[config.mk]
export PLATFORM = sky130hd
export DESIGN_NAME = sds_serial_driver_cfg
export DESIGN_NICKNAME = d
export VERILOG_FILES = /design/src/rtl/sds_pkg.sv /design/src/rtl/sds_serial_driver_cfg.sv /design/src/rtl/sds_emph_map.sv /design/src/rtl/sds_sawtooth.sv
export SDC_FILE = /design/constraint.sdc
export NUM_CORES = 1
export LEC_CHECK = 0
export ABC_AREA = 1
export BUFFER_PORTS_ARGS = -buffer_cell sky130_fd_sc_hd__buf_2
export CAP_MARGIN = 5
export CORE_MARGIN = 2
export CORE_UTILIZATION = 30
export DETAILED_ROUTE_END_ITERATION = 8
export MAX_ROUTING_LAYER = met4
export PLACE_DENSITY = 0.56
export SKIP_CTS_REPAIR_TIMING = 1
export SYNTH_ARGS = -nofsm -noshare
export SYNTH_HDL_FRONTEND = slang
export SYNTH_SLANG_ARGS = --single-unit
[constraint.sdc]
create_clock -name ref_clk -period 3.89 [get_ports ref_clk]
set_input_delay 0.778 -clock ref_clk [delete_from_list [all_inputs] [get_ports ref_clk]]
set_output_delay 0.778 -clock ref_clk [all_outputs]
set_load 0.01 [all_outputs]
[src/rtl/sds_pkg.sv]
package sds_pkg;

    // register offsets
    localparam logic [7:0] SAWTOOTH_OFS = 8'h03;
    localparam logic [7:0] SPREAD_CTRL_OFS = 8'h04;
    localparam logic [7:0] DRV_CTRL_OFS = 8'h05;
    localparam logic [7:0] STATUS_OFS = 8'h07;

    // field positions
    localparam int EMPH_LSB = 0;
    localparam int EMPH_W = 4;
    localparam int STRENGTH_LSB = 4;
    localparam int STRENGTH_W = 2;
    localparam int SPREAD_LSB = 0;
    localparam int SPREAD_W = 3;
    localparam int SAWTOOTH_DIVIDER_LSB = 0;
    localparam int SAWTOOTH_DIVIDER_W = 6;
    localparam int ST_AVAIL_BIT = 0;
    localparam int ST_RESTART_BIT = 1;
    localparam int ST_CLAMP_BIT = 2;
    localparam int ST_BADEMPH_BIT = 3;

    // reset values
    localparam logic [3:0] EMPH_RST = 4'h0;
    localparam logic [1:0] STRENGTH_RST = 2'h3;
    localparam logic [2:0] SPREAD_RST = 3'h0;
    localparam logic [5:0] SAWTOOTH_DIVIDER_RST = 6'h3F;

    // strength codes
    localparam logic [1:0] STR_FULL = 2'h3;
    localparam logic [1:0] STR_3Q = 2'h2;
    localparam logic [1:0] STR_HALF = 2'h1;

    // spread codes
    localparam logic [2:0] SS_OFF = 3'h0;
    localparam logic [2:0] SS_P5 = 3'h1;
    localparam logic [2:0] SS_1P5 = 3'h2;
    localparam logic [2:0] SS_2 = 3'h3;
    localparam logic [2:0] SS_OFF_ALT = 3'h4;
    localparam logic [2:0] SS_1 = 3'h5;
    localparam logic [2:0] SS_3 = 3'h6;
    localparam logic [2:0] SS_4 = 3'h7;

    // pixel clock bands
    localparam logic [1:0] BAND_LOW = 2'h0;
    localparam logic [1:0] BAND_MID = 2'h1;

    // timing
    localparam int CLK_PERIOD_NS = 50;
    localparam int RESTART_HOLD_NS = 1000;
    localparam int RESTART_HOLD_CYC =
        (RESTART_HOLD_NS + CLK_PERIOD_NS - 1) / CLK_PERIOD_NS;
    localparam int STRAP_SETTLE_CYC = 3;

    typedef enum logic [1:0] {
        SDS_LINK_DOWN,
        SDS_LINK_RESTART,
        SDS_LINK_RELOCK,
        SDS_LINK_UP
    } sds_link_t;

endpackage

[src/rtl/sds_serial_driver_cfg.sv]
`timescale 1ns/1ps
// Notes on behaviour
// - emphasis level comes from low nibble of driver control register
// - thirteen distinct emphasis settings are decoded
// - 0000 none, 0001-0100 deemphasis, 1000-1111 preemphasis up to 14 dB
// - deemphasis keeps full swing on transitions, lowers repeated bits
// - strength bits 5:4: 11 full, 10 three quarters, 01 half
// - spread codes: 000/100 off, then 0.5, 1.5, 2, 1, 3, 4 percent
// - power-up spread default is 001 with pin high, 000 with pin low
// - default pin sampled only at power-up and power-down exit
// - turning spread on or off restarts link until far end relocks
// - 0.5 percent usable at any clock; others limited at high clocks
// - spread settings leave audio stream untouched
// - sawtooth divider value sits in bits 5:0 of register 0x03
module sds_serial_driver_cfg (
    input wire logic ref_clk,
    input wire logic rst_b,
    input wire logic [7:0] reg_addr,
    input wire logic [7:0] reg_wdata,
    input wire logic reg_wr,
    input wire logic reg_rd,
    output logic [7:0] reg_rdata,
    output logic reg_rvalid,
    input wire logic spread_default_pin,
    input wire logic pwdn_b,
    input wire logic far_lock,
    input wire logic [1:0] pclk_band,
    input wire logic lane_mode_4ch,
    input wire logic tx_bit,
    input wire logic audio_bit_in,
    output logic audio_bit_out,
    output logic [4:0] drv_icml_ma,
    output logic [3:0] drv_ipre_ma,
    output logic drv_deemph,
    output logic [1:0] drv_strength,
    output logic [9:0] drv_swing_mv,
    output logic [2:0] spread_code,
    output logic spread_on,
    output logic [5:0] spread_ramp,
    output logic spread_wrap,
    output logic link_restart,
    output logic link_available
);
    // registers
    logic [3:0] emph_ff;
    logic [1:0] strength_ff;
    logic [2:0] spread_ff;
    logic [5:0] sawtooth_divider_ff;
    logic [7:0] rdata_ff;
    logic rvalid_ff;

    // pin synchronisers
    logic strap_s1_ff;
    logic strap_s2_ff;
    logic pwdn_s1_ff;
    logic pwdn_s2_ff;
    logic lock_s1_ff;
    logic lock_s2_ff;
    logic pwdn_prev_ff;

    // strap capture
    logic [1:0] settle_ff;
    logic capture_pend_ff;

    // link sequencing
    sds_pkg::sds_link_t link_ff;
    sds_pkg::sds_link_t nxt_link;
    logic [7:0] hold_ff;
    logic [7:0] nxt_hold;
    logic spread_on_prev_ff;
    logic restart_ff;

    // driver outputs
    logic prev_bit_ff;
    logic [9:0] swing_ff;
    logic [2:0] eff_spread_ff;
    logic audio_ff;

    // emphasis map outputs
    logic [4:0] map_icml;
    logic [3:0] map_ipre;
    logic [9:0] map_max;
    logic [9:0] map_min;
    logic map_deemph;
    logic map_valid;

    function automatic logic ss_active(input logic [2:0] c);
        ss_active = (c != sds_pkg::SS_OFF) && (c != sds_pkg::SS_OFF_ALT);
    endfunction

    function automatic logic [9:0] scale_swing(input logic [9:0] mv, input logic [1:0] s);
        logic [11:0] wide;
        wide = {2'h0, mv};
        case (s)
            sds_pkg::STR_3Q: scale_swing = 10'((wide * 12'h003) >> 2);
            sds_pkg::STR_HALF: scale_swing = 10'(wide >> 1);
            default: scale_swing = mv;
        endcase
    endfunction

    // modulation coefficient per rate and lane mode
    function automatic logic [7:0] mod_coef_of(input logic [2:0] c, input logic four);
        case (c)
            sds_pkg::SS_P5, sds_pkg::SS_1: mod_coef_of = four ? 8'h68 : 8'h50;
            sds_pkg::SS_1P5, sds_pkg::SS_3: mod_coef_of = four ? 8'h98 : 8'h70;
            default: mod_coef_of = four ? 8'hCC : 8'h98;
        endcase
    endfunction

    // address decode
    wire hit_sawtooth_divider = (reg_addr == sds_pkg::SAWTOOTH_OFS);
    wire hit_spread = (reg_addr == sds_pkg::SPREAD_CTRL_OFS);
    wire hit_drv = (reg_addr == sds_pkg::DRV_CTRL_OFS);
    wire hit_status = (reg_addr == sds_pkg::STATUS_OFS);

    wire pwdn_exit = pwdn_s2_ff && !pwdn_prev_ff;
    wire strap_load = capture_pend_ff && (settle_ff == 2'(sds_pkg::STRAP_SETTLE_CYC - 1));
    wire [2:0] strap_code = strap_s2_ff ? sds_pkg::SS_P5 : sds_pkg::SS_OFF;

    // rate limit by pixel clock band, 0.5 percent always allowed
    wire band_ok_all = (pclk_band == sds_pkg::BAND_LOW);
    wire band_ok_mid = (pclk_band == sds_pkg::BAND_MID) &&
        (spread_ff == sds_pkg::SS_1P5 || spread_ff == sds_pkg::SS_1);
    wire rate_ok = !ss_active(spread_ff) || spread_ff == sds_pkg::SS_P5 ||
        band_ok_all || band_ok_mid;
    wire [2:0] nxt_eff_spread = rate_ok ? spread_ff : sds_pkg::SS_P5;

    wire cur_on = ss_active(eff_spread_ff);
    wire on_change = (cur_on != spread_on_prev_ff);

    wire [7:0] status_word = {4'h0, !map_valid,
        !rate_ok, (link_ff == sds_pkg::SDS_LINK_RESTART), (link_ff == sds_pkg::SDS_LINK_UP)};

    wire [7:0] rd_mux = hit_sawtooth_divider ? {2'h0, sawtooth_divider_ff} :
        hit_spread ? {5'h00, spread_ff} :
        hit_drv ? {2'h0, strength_ff, emph_ff} :
        hit_status ? status_word : 8'h00;

    sds_emph_map u_emph_map (
        .code(emph_ff),
        .icml_ma(map_icml),
        .ipre_ma(map_ipre),
        .swing_max_mv(map_max),
        .swing_min_mv(map_min),
        .deemph(map_deemph),
        .code_valid(map_valid)
    );

    sds_sawtooth u_sawtooth (
        .ref_clk(ref_clk),
        .rst_b(rst_b),
        .run(cur_on),
        .mod_coef(mod_coef_of(eff_spread_ff, lane_mode_4ch)),
        .sawtooth_divider(sawtooth_divider_ff),
        .ramp(spread_ramp),
        .wrap(spread_wrap)
    );

    always_ff @(posedge ref_clk or negedge rst_b) begin
        if (!rst_b) begin
            strap_s1_ff <= 1'b0;
            strap_s2_ff <= 1'b0;
            pwdn_s1_ff <= 1'b0;
            pwdn_s2_ff <= 1'b0;
            lock_s1_ff <= 1'b0;
            lock_s2_ff <= 1'b0;
            pwdn_prev_ff <= 1'b0;
        end else begin
            strap_s1_ff <= spread_default_pin;
            strap_s2_ff <= strap_s1_ff;
            pwdn_s1_ff <= pwdn_b;
            pwdn_s2_ff <= pwdn_s1_ff;
            lock_s1_ff <= far_lock;
            lock_s2_ff <= lock_s1_ff;
            pwdn_prev_ff <= pwdn_s2_ff;
        end
    end

    // strap pending after reset and after power-down exit
    always_ff @(posedge ref_clk or negedge rst_b) begin
        if (!rst_b) begin
            capture_pend_ff <= 1'b1;
            settle_ff <= 2'h0;
        end else if (pwdn_exit) begin
            capture_pend_ff <= 1'b1;
            settle_ff <= 2'h0;
        end else if (strap_load) begin
            capture_pend_ff <= 1'b0;
            settle_ff <= 2'h0;
        end else if (capture_pend_ff && pwdn_s2_ff) begin
            settle_ff <= settle_ff + 2'h1;
        end
    end

    always_ff @(posedge ref_clk or negedge rst_b) begin
        if (!rst_b) begin
            emph_ff <= sds_pkg::EMPH_RST;
            strength_ff <= sds_pkg::STRENGTH_RST;
            sawtooth_divider_ff <= sds_pkg::SAWTOOTH_DIVIDER_RST;
        end else if (reg_wr && hit_drv) begin
            emph_ff <= reg_wdata[sds_pkg::EMPH_LSB +: sds_pkg::EMPH_W];
            strength_ff <= reg_wdata[sds_pkg::STRENGTH_LSB +: sds_pkg::STRENGTH_W];
        end else if (reg_wr && hit_sawtooth_divider) begin
            sawtooth_divider_ff <= reg_wdata[sds_pkg::SAWTOOTH_DIVIDER_LSB +: sds_pkg::SAWTOOTH_DIVIDER_W];
        end
    end

    // strap load wins over a write landing in the same cycle
    always_ff @(posedge ref_clk or negedge rst_b) begin
        if (!rst_b) begin
            spread_ff <= sds_pkg::SPREAD_RST;
        end else if (strap_load) begin
            spread_ff <= strap_code;
        end else if (reg_wr && hit_spread) begin
            spread_ff <= reg_wdata[sds_pkg::SPREAD_LSB +: sds_pkg::SPREAD_W];
        end
    end

    always_ff @(posedge ref_clk or negedge rst_b) begin
        if (!rst_b) begin
            rdata_ff <= 8'h00;
            rvalid_ff <= 1'b0;
        end else begin
            rdata_ff <= reg_rd ? rd_mux : rdata_ff;
            rvalid_ff <= reg_rd;
        end
    end

    // link sequencing around spread on/off changes
    always_comb begin
        nxt_link = link_ff;
        nxt_hold = hold_ff;
        case (link_ff)
            sds_pkg::SDS_LINK_DOWN: begin
                if (pwdn_s2_ff && !capture_pend_ff) begin
                    nxt_link = sds_pkg::SDS_LINK_RESTART;
                    nxt_hold = 8'h00;
                end
            end
            sds_pkg::SDS_LINK_RESTART: begin
                nxt_hold = hold_ff + 8'h01;
                if (hold_ff == 8'(sds_pkg::RESTART_HOLD_CYC - 1)) begin
                    nxt_link = sds_pkg::SDS_LINK_RELOCK;
                end
            end
            sds_pkg::SDS_LINK_RELOCK: begin
                if (lock_s2_ff) begin
                    nxt_link = sds_pkg::SDS_LINK_UP;
                end
            end
            default: begin
            end
        endcase
        if (link_ff != sds_pkg::SDS_LINK_DOWN && on_change) begin
            nxt_link = sds_pkg::SDS_LINK_RESTART;
            nxt_hold = 8'h00;
        end
        if (!pwdn_s2_ff) begin
            nxt_link = sds_pkg::SDS_LINK_DOWN;
        end
    end

    always_ff @(posedge ref_clk or negedge rst_b) begin
        if (!rst_b) begin
            link_ff <= sds_pkg::SDS_LINK_DOWN;
            hold_ff <= 8'h00;
            spread_on_prev_ff <= 1'b0;
            restart_ff <= 1'b0;
        end else begin
            link_ff <= nxt_link;
            hold_ff <= nxt_hold;
            spread_on_prev_ff <= cur_on;
            restart_ff <= on_change && (link_ff != sds_pkg::SDS_LINK_DOWN);
        end
    end

    // per-bit swing: transitions full, repeated bits reduced
    always_ff @(posedge ref_clk or negedge rst_b) begin
        if (!rst_b) begin
            prev_bit_ff <= 1'b0;
            swing_ff <= 10'h000;
            eff_spread_ff <= sds_pkg::SPREAD_RST;
            audio_ff <= 1'b0;
        end else begin
            prev_bit_ff <= tx_bit;
            swing_ff <= scale_swing((tx_bit != prev_bit_ff) ? map_max : map_min,
                strength_ff);
            eff_spread_ff <= nxt_eff_spread;
            audio_ff <= audio_bit_in;
        end
    end

    assign reg_rdata = rdata_ff;
    assign reg_rvalid = rvalid_ff;
    assign audio_bit_out = audio_ff;
    assign drv_icml_ma = map_icml;
    assign drv_ipre_ma = map_ipre;
    assign drv_deemph = map_deemph;
    assign drv_strength = strength_ff;
    assign drv_swing_mv = swing_ff;
    assign spread_code = eff_spread_ff;
    assign spread_on = cur_on;
    assign link_restart = restart_ff;
    assign link_available = (link_ff == sds_pkg::SDS_LINK_UP);
endmodule

[src/rtl/sds_emph_map.sv]
`timescale 1ns/1ps
module sds_emph_map (
    input wire logic [3:0] code,
    output logic [4:0] icml_ma,
    output logic [3:0] ipre_ma,
    output logic [9:0] swing_max_mv,
    output logic [9:0] swing_min_mv,
    output logic deemph,
    output logic code_valid
);
    // thirteen settings; unused codes fall back to no emphasis
    always_comb begin
        icml_ma = 5'h10;
        ipre_ma = 4'h0;
        swing_max_mv = 10'h190;
        swing_min_mv = 10'h190;
        deemph = 1'b0;
        code_valid = 1'b1;
        case (code)
            4'h0: begin
            end
            4'h1: begin
                icml_ma = 5'h0F;
                ipre_ma = 4'h1;
                swing_min_mv = 10'h15E;
                deemph = 1'b1;
            end
            4'h2: begin
                icml_ma = 5'h0E;
                ipre_ma = 4'h2;
                swing_min_mv = 10'h12C;
                deemph = 1'b1;
            end
            4'h3: begin
                icml_ma = 5'h0D;
                ipre_ma = 4'h3;
                swing_min_mv = 10'h0FA;
                deemph = 1'b1;
            end
            4'h4: begin
                icml_ma = 5'h0C;
                ipre_ma = 4'h4;
                swing_min_mv = 10'h0C8;
                deemph = 1'b1;
            end
            4'h8: begin
                ipre_ma = 4'h1;
                swing_max_mv = 10'h1A9;
                swing_min_mv = 10'h177;
            end
            4'h9: begin
                ipre_ma = 4'h2;
                swing_max_mv = 10'h1C2;
                swing_min_mv = 10'h15E;
            end
            4'hA: begin
                ipre_ma = 4'h3;
                swing_max_mv = 10'h1DB;
                swing_min_mv = 10'h145;
            end
            4'hB: begin
                ipre_ma = 4'h4;
                swing_max_mv = 10'h1F4;
                swing_min_mv = 10'h12C;
            end
            4'hC: begin
                icml_ma = 5'h0F;
                ipre_ma = 4'h5;
                swing_max_mv = 10'h1F4;
                swing_min_mv = 10'h0FA;
            end
            4'hD: begin
                icml_ma = 5'h0E;
                ipre_ma = 4'h6;
                swing_max_mv = 10'h1F4;
                swing_min_mv = 10'h0C8;
            end
            4'hE: begin
                icml_ma = 5'h0D;
                ipre_ma = 4'h7;
                swing_max_mv = 10'h1F4;
                swing_min_mv = 10'h096;
            end
            4'hF: begin
                icml_ma = 5'h0C;
                ipre_ma = 4'h8;
                swing_max_mv = 10'h1F4;
                swing_min_mv = 10'h064;
            end
            default: begin
                code_valid = 1'b0;
            end
        endcase
    end
endmodule

[src/rtl/sds_sawtooth.sv]
`timescale 1ns/1ps
module sds_sawtooth (
    input wire logic ref_clk,
    input wire logic rst_b,
    input wire logic run,
    input wire logic [7:0] mod_coef,
    input wire logic [5:0] sawtooth_divider,
    output logic [5:0] ramp,
    output logic wrap
);
    logic [7:0] step_ff;
    logic [5:0] ramp_ff;
    logic wrap_ff;
    logic [7:0] nxt_step;
    logic [5:0] nxt_ramp;
    logic nxt_wrap;
    wire step_done = (step_ff >= mod_coef - 8'h01);
    wire [5:0] ramp_top = (sawtooth_divider == 6'h00) ? 6'h00 : sawtooth_divider - 6'h01;
    wire ramp_done = (ramp_ff >= ramp_top);

    // ramp advances once per modulation-coefficient period
    always_comb begin
        nxt_step = step_done ? 8'h00 : step_ff + 8'h01;
        nxt_ramp = ramp_ff;
        nxt_wrap = 1'b0;
        if (!run) begin
            nxt_step = 8'h00;
            nxt_ramp = 6'h00;
        end else if (step_done) begin
            nxt_ramp = ramp_done ? 6'h00 : ramp_ff + 6'h01;
            nxt_wrap = ramp_done;
        end
    end

    always_ff @(posedge ref_clk or negedge rst_b) begin
        if (!rst_b) begin
            step_ff <= 8'h00;
            ramp_ff <= 6'h00;
            wrap_ff <= 1'b0;
        end else begin
            step_ff <= nxt_step;
            ramp_ff <= nxt_ramp;
            wrap_ff <= nxt_wrap;
        end
    end

    assign ramp = ramp_ff;
    assign wrap = wrap_ff;
endmodule

==> results.sh <==
export IMPL_status="finished clean"
export IMPL_p_clk_share_pct=34.1
export IMPL_wirelength_mm=10.5
export IMPL_finalMaxSlewViolations=0
export IMPL_antenna_cells=0
export IMPL_p_total_w=0.00269
export IMPL_fin_tns_setup_ps=0
export IMPL_power_switching_w=0.000958
export IMPL_numCtsBuffers=9
export IMPL_reg2reg_slack_ps=740
export IMPL_fmax_ghz=0.318
export IMPL_avgSynthCellArea_um2=7.80
export IMPL_multiInputGateArea_um2=2300
export IMPL_final_core_utilization_pct=35.9
export IMPL_final_nets=716
export IMPL_routed_via_count=3872
export IMPL_die_w_um=128
export IMPL_slowest_stage="dfrtp_1"
export IMPL_grt_max_degree=74
export IMPL_worstPathRequired_ps=4110
export IMPL_dr_first_iter_drc_count=185
export IMPL_crit_arrival_ps=3370
export IMPL_ys_ff_latch=73
export IMPL_path_cells="nor2_2 > nand2_1 > nand2_1 > nor2_1 > inv_2 > nor2_4 > nor2_1 > a31oi_2 > ha_1 > a21oi_1 > nand2_1 > nand2_1 > inv_1 > or2_2 > a21oi_1 > xor2_1 > o21bai_1"
export IMPL_p_comb_share_pct=30.6
export IMPL_core_um2=15000
export IMPL_p_int_w=0.00173
export IMPL_synthToLayoutAreaGrowth_pct=17.9
export IMPL_timing_final_crit_share_pct=80.9
export IMPL_routedWlPerCell_um=12.3
export IMPL_dieArea_um2=16300
export IMPL_ys_flop_type="dfrtp_1"
export IMPL_syn_inst=587
export IMPL_synth_edf_count=0
export IMPL_crit_path_frequent_cell="nand2_1"
export IMPL_maxCapViolCount=0
export IMPL_end_kind="register"
export IMPL_ir_drop_mv=0.245
export IMPL_tightest_slew_ps=959
export IMPL_clk_pin_slew_worst_paths_ps=60
export IMPL_hold_viol_final=0
export IMPL_cts_max_level=3
export IMPL_path_class="reg -> reg"
export IMPL_period_minus_slack_ps=3150
export IMPL_stdcell_count=849
export IMPL_routed_via_density=4.56
export IMPL_gr_total_overflow=0
export IMPL_clock_sinks=73
export IMPL_cts_root_buf="clkbuf_16"
export IMPL_slew_headroom_pct=36.0
export IMPL_drive_gt1_share_pct=20.4
export IMPL_nFillCells=1571
export IMPL_hpwl_mm=7.98
export IMPL_power_density_nw_per_um2=498
export IMPL_crit_path_start_kind="register"
export IMPL_grt_total_usage_pct=13.6
export IMPL_syn_cell_area_um2=4580
export IMPL_hold_class="reg -> reg"
export IMPL_antenna_found_initial=0
export IMPL_synth_cell_types=49
export IMPL_insertion_delay_ps=340
export IMPL_dp_cells=833
export IMPL_rows=45
export IMPL_clk_path_buf_depth=2
export IMPL_ios=73
export IMPL_ys_warn_count=0
export IMPL_setup_viol=0
export IMPL_grt_pass1_vias=3595
export IMPL_regArea_um2=1840
export IMPL_drc=0
export IMPL_critPathMaxFanout=9
export IMPL_rsz0062_at_grt="no"
export IMPL_firstDrtPassIters=4
export IMPL_p_seq_share_pct=35.3
export IMPL_port_buffers=67
export IMPL_switching_share_pct=35.7
export IMPL_skew_ps=7.96
export IMPL_cts_tree="done"
export IMPL_start_util_pct=30.4
export IMPL_die_y_um=128
export IMPL_max_stage_delay_ps=640
export IMPL_p_leak_nw=2.78
export IMPL_grt_pass1_wl_mm=17.2
export IMPL_yosysSeqAreaShare_pct=40.2
export IMPL_ant_nets=0
export IMPL_async_flop_share_pct=100
export IMPL_place_congestion=0.879
==> cells in the mapped netlist (all sizes together), types with 4 or more instances <==
master | n | area, um^2
a21oi | 28 | 140
buf | 8 | 68.8
dfrtp | 64 | 1600
dfstp | 9 | 236
ha | 31 | 388
inv | 98 | 370
nand2 | 126 | 490
nand3 | 32 | 180
nand4 | 8 | 50.1
nor2 | 72 | 304
nor3 | 10 | 66.3
o21ai | 51 | 263
or2 | 4 | 25.0
xnor2 | 4 | 53.8
xor2 | 10 | 87.6
==> cell type report <==
type / instances / share of cell area [%]
clock buffer: 10 / 4.24
clock inverter: 6 / 1.69
inverter: 98 / 6.86
multi-input combinational: 407 / 42.5
sequential: 73 / 34.1
tap: 188 / 4.36
timing repair buffer: 67 / 6.26
==> worst paths after layout <==
| kind | start | end | cells after the start |
|---|---|---|---|
| worst max register to register | emph_ff[2] | drv_swing_mv[5] | 17 |
| min in group asynchronous | rst_b | lock_s1_ff | 1 |
| worst min register to register | strap_s1_ff | strap_s2_ff | 0 |
| max in group asynchronous | rst_b | pwdn_prev_ff | 1 |
| worst max-delay path | emph_ff[2] | drv_swing_mv[5] | 17 |
| worst min-delay path | strap_s1_ff | strap_s2_ff | 0 |
==> cells by family after synthesis <==
kind of cell	synth area share, %
AND/OR/NAND/NOR	25.7
buffers and inverters	9.84
AO/OA/AOI/OAI	11.9
flip-flops	40.2
adder cells (fa/ha/maj)	8.91
XOR/XNOR	3.09
other	0.0819
multiplexers	0.246
==> cells in the final DEF, fill, tap and decap left out, types with 3 or more instances in the layout <==
cell       instances
nand3_1           28
inv_2             14
buf_2             66
dfstp_2            9
nand4_1            8
nand2_2            7
xnor2_1            3
nand3_2            4
dfrtp_1           64
xor2_1            10
inv_1             83
nor2_2             4
o21ai_0           45
a21oi_1           28
ha_1              31
conb_1             3
o21ai_1            4
nor3_1             8
clkbuf_16          9
or2_2              4
a22oi_1            3
nand2_1          119
nor2_1            66
==> registers in the layout (all words and copies together) (netlist names), 3 cells and up <==
name,cells
u_sawtooth.ramp,6
emph_ff,4
hold_ff,8
reg_rdata,6
drv_swing_mv,9
spread_code,3
u_sawtooth.step_ff,8
sawtooth_divider_ff,6
spread_ff,3
==> layer usage <==
layer	vias to the layer above	part of all wire [%]	track usage, %
li1	2028	-	-
met1	1753	51	18.9
met2	77	43	19.7
met3	14	4.4	2.18
met4	0	2.2	6.14
met5	-	0	-
==> worst max-delay path, delay by kind of cell, from the launching register on <==
| family | cells | cell delay, ps |
|---|---|---|
| AND/OR/NAND/NOR | 9 | 1070 |
| AO/OA/AOI/OAI | 4 | 670 |
| flip-flops | 1 | 640 |
| adder cells (fa/ha/maj) | 1 | 340 |
| XOR/XNOR | 1 | 160 |
| buffers and inverters | 2 | 130 |
==> stage by stage <==
stage | hold slack, ps | setup slack (ps) | instance area [um^2]
6_report | 348 | 744 | 5400
3_5_place_dp | 336 | 642 | 5080
3_3_place_gp | 332 | 662 | 5080
5_1_grt | 356 | 467 | 5400
2_1_floorplan | 331 | 1060 | 4580
4_1_cts | 350 | 749 | 5400
==> power by group through the flow <==
stage	clock network (W)	registers, W	logic [W]
2_1_floorplan	0	0.000960	0.000606
3_3_place_gp	0	0.000964	0.000827
3_5_place_dp	0	0.000964	0.000827
4_1_cts	0.000928	0.000950	0.000834
5_1_grt	0.000968	0.000961	0.000956
6_report	0.000916	0.000949	0.000823
(Power assumes the default switching activity.)
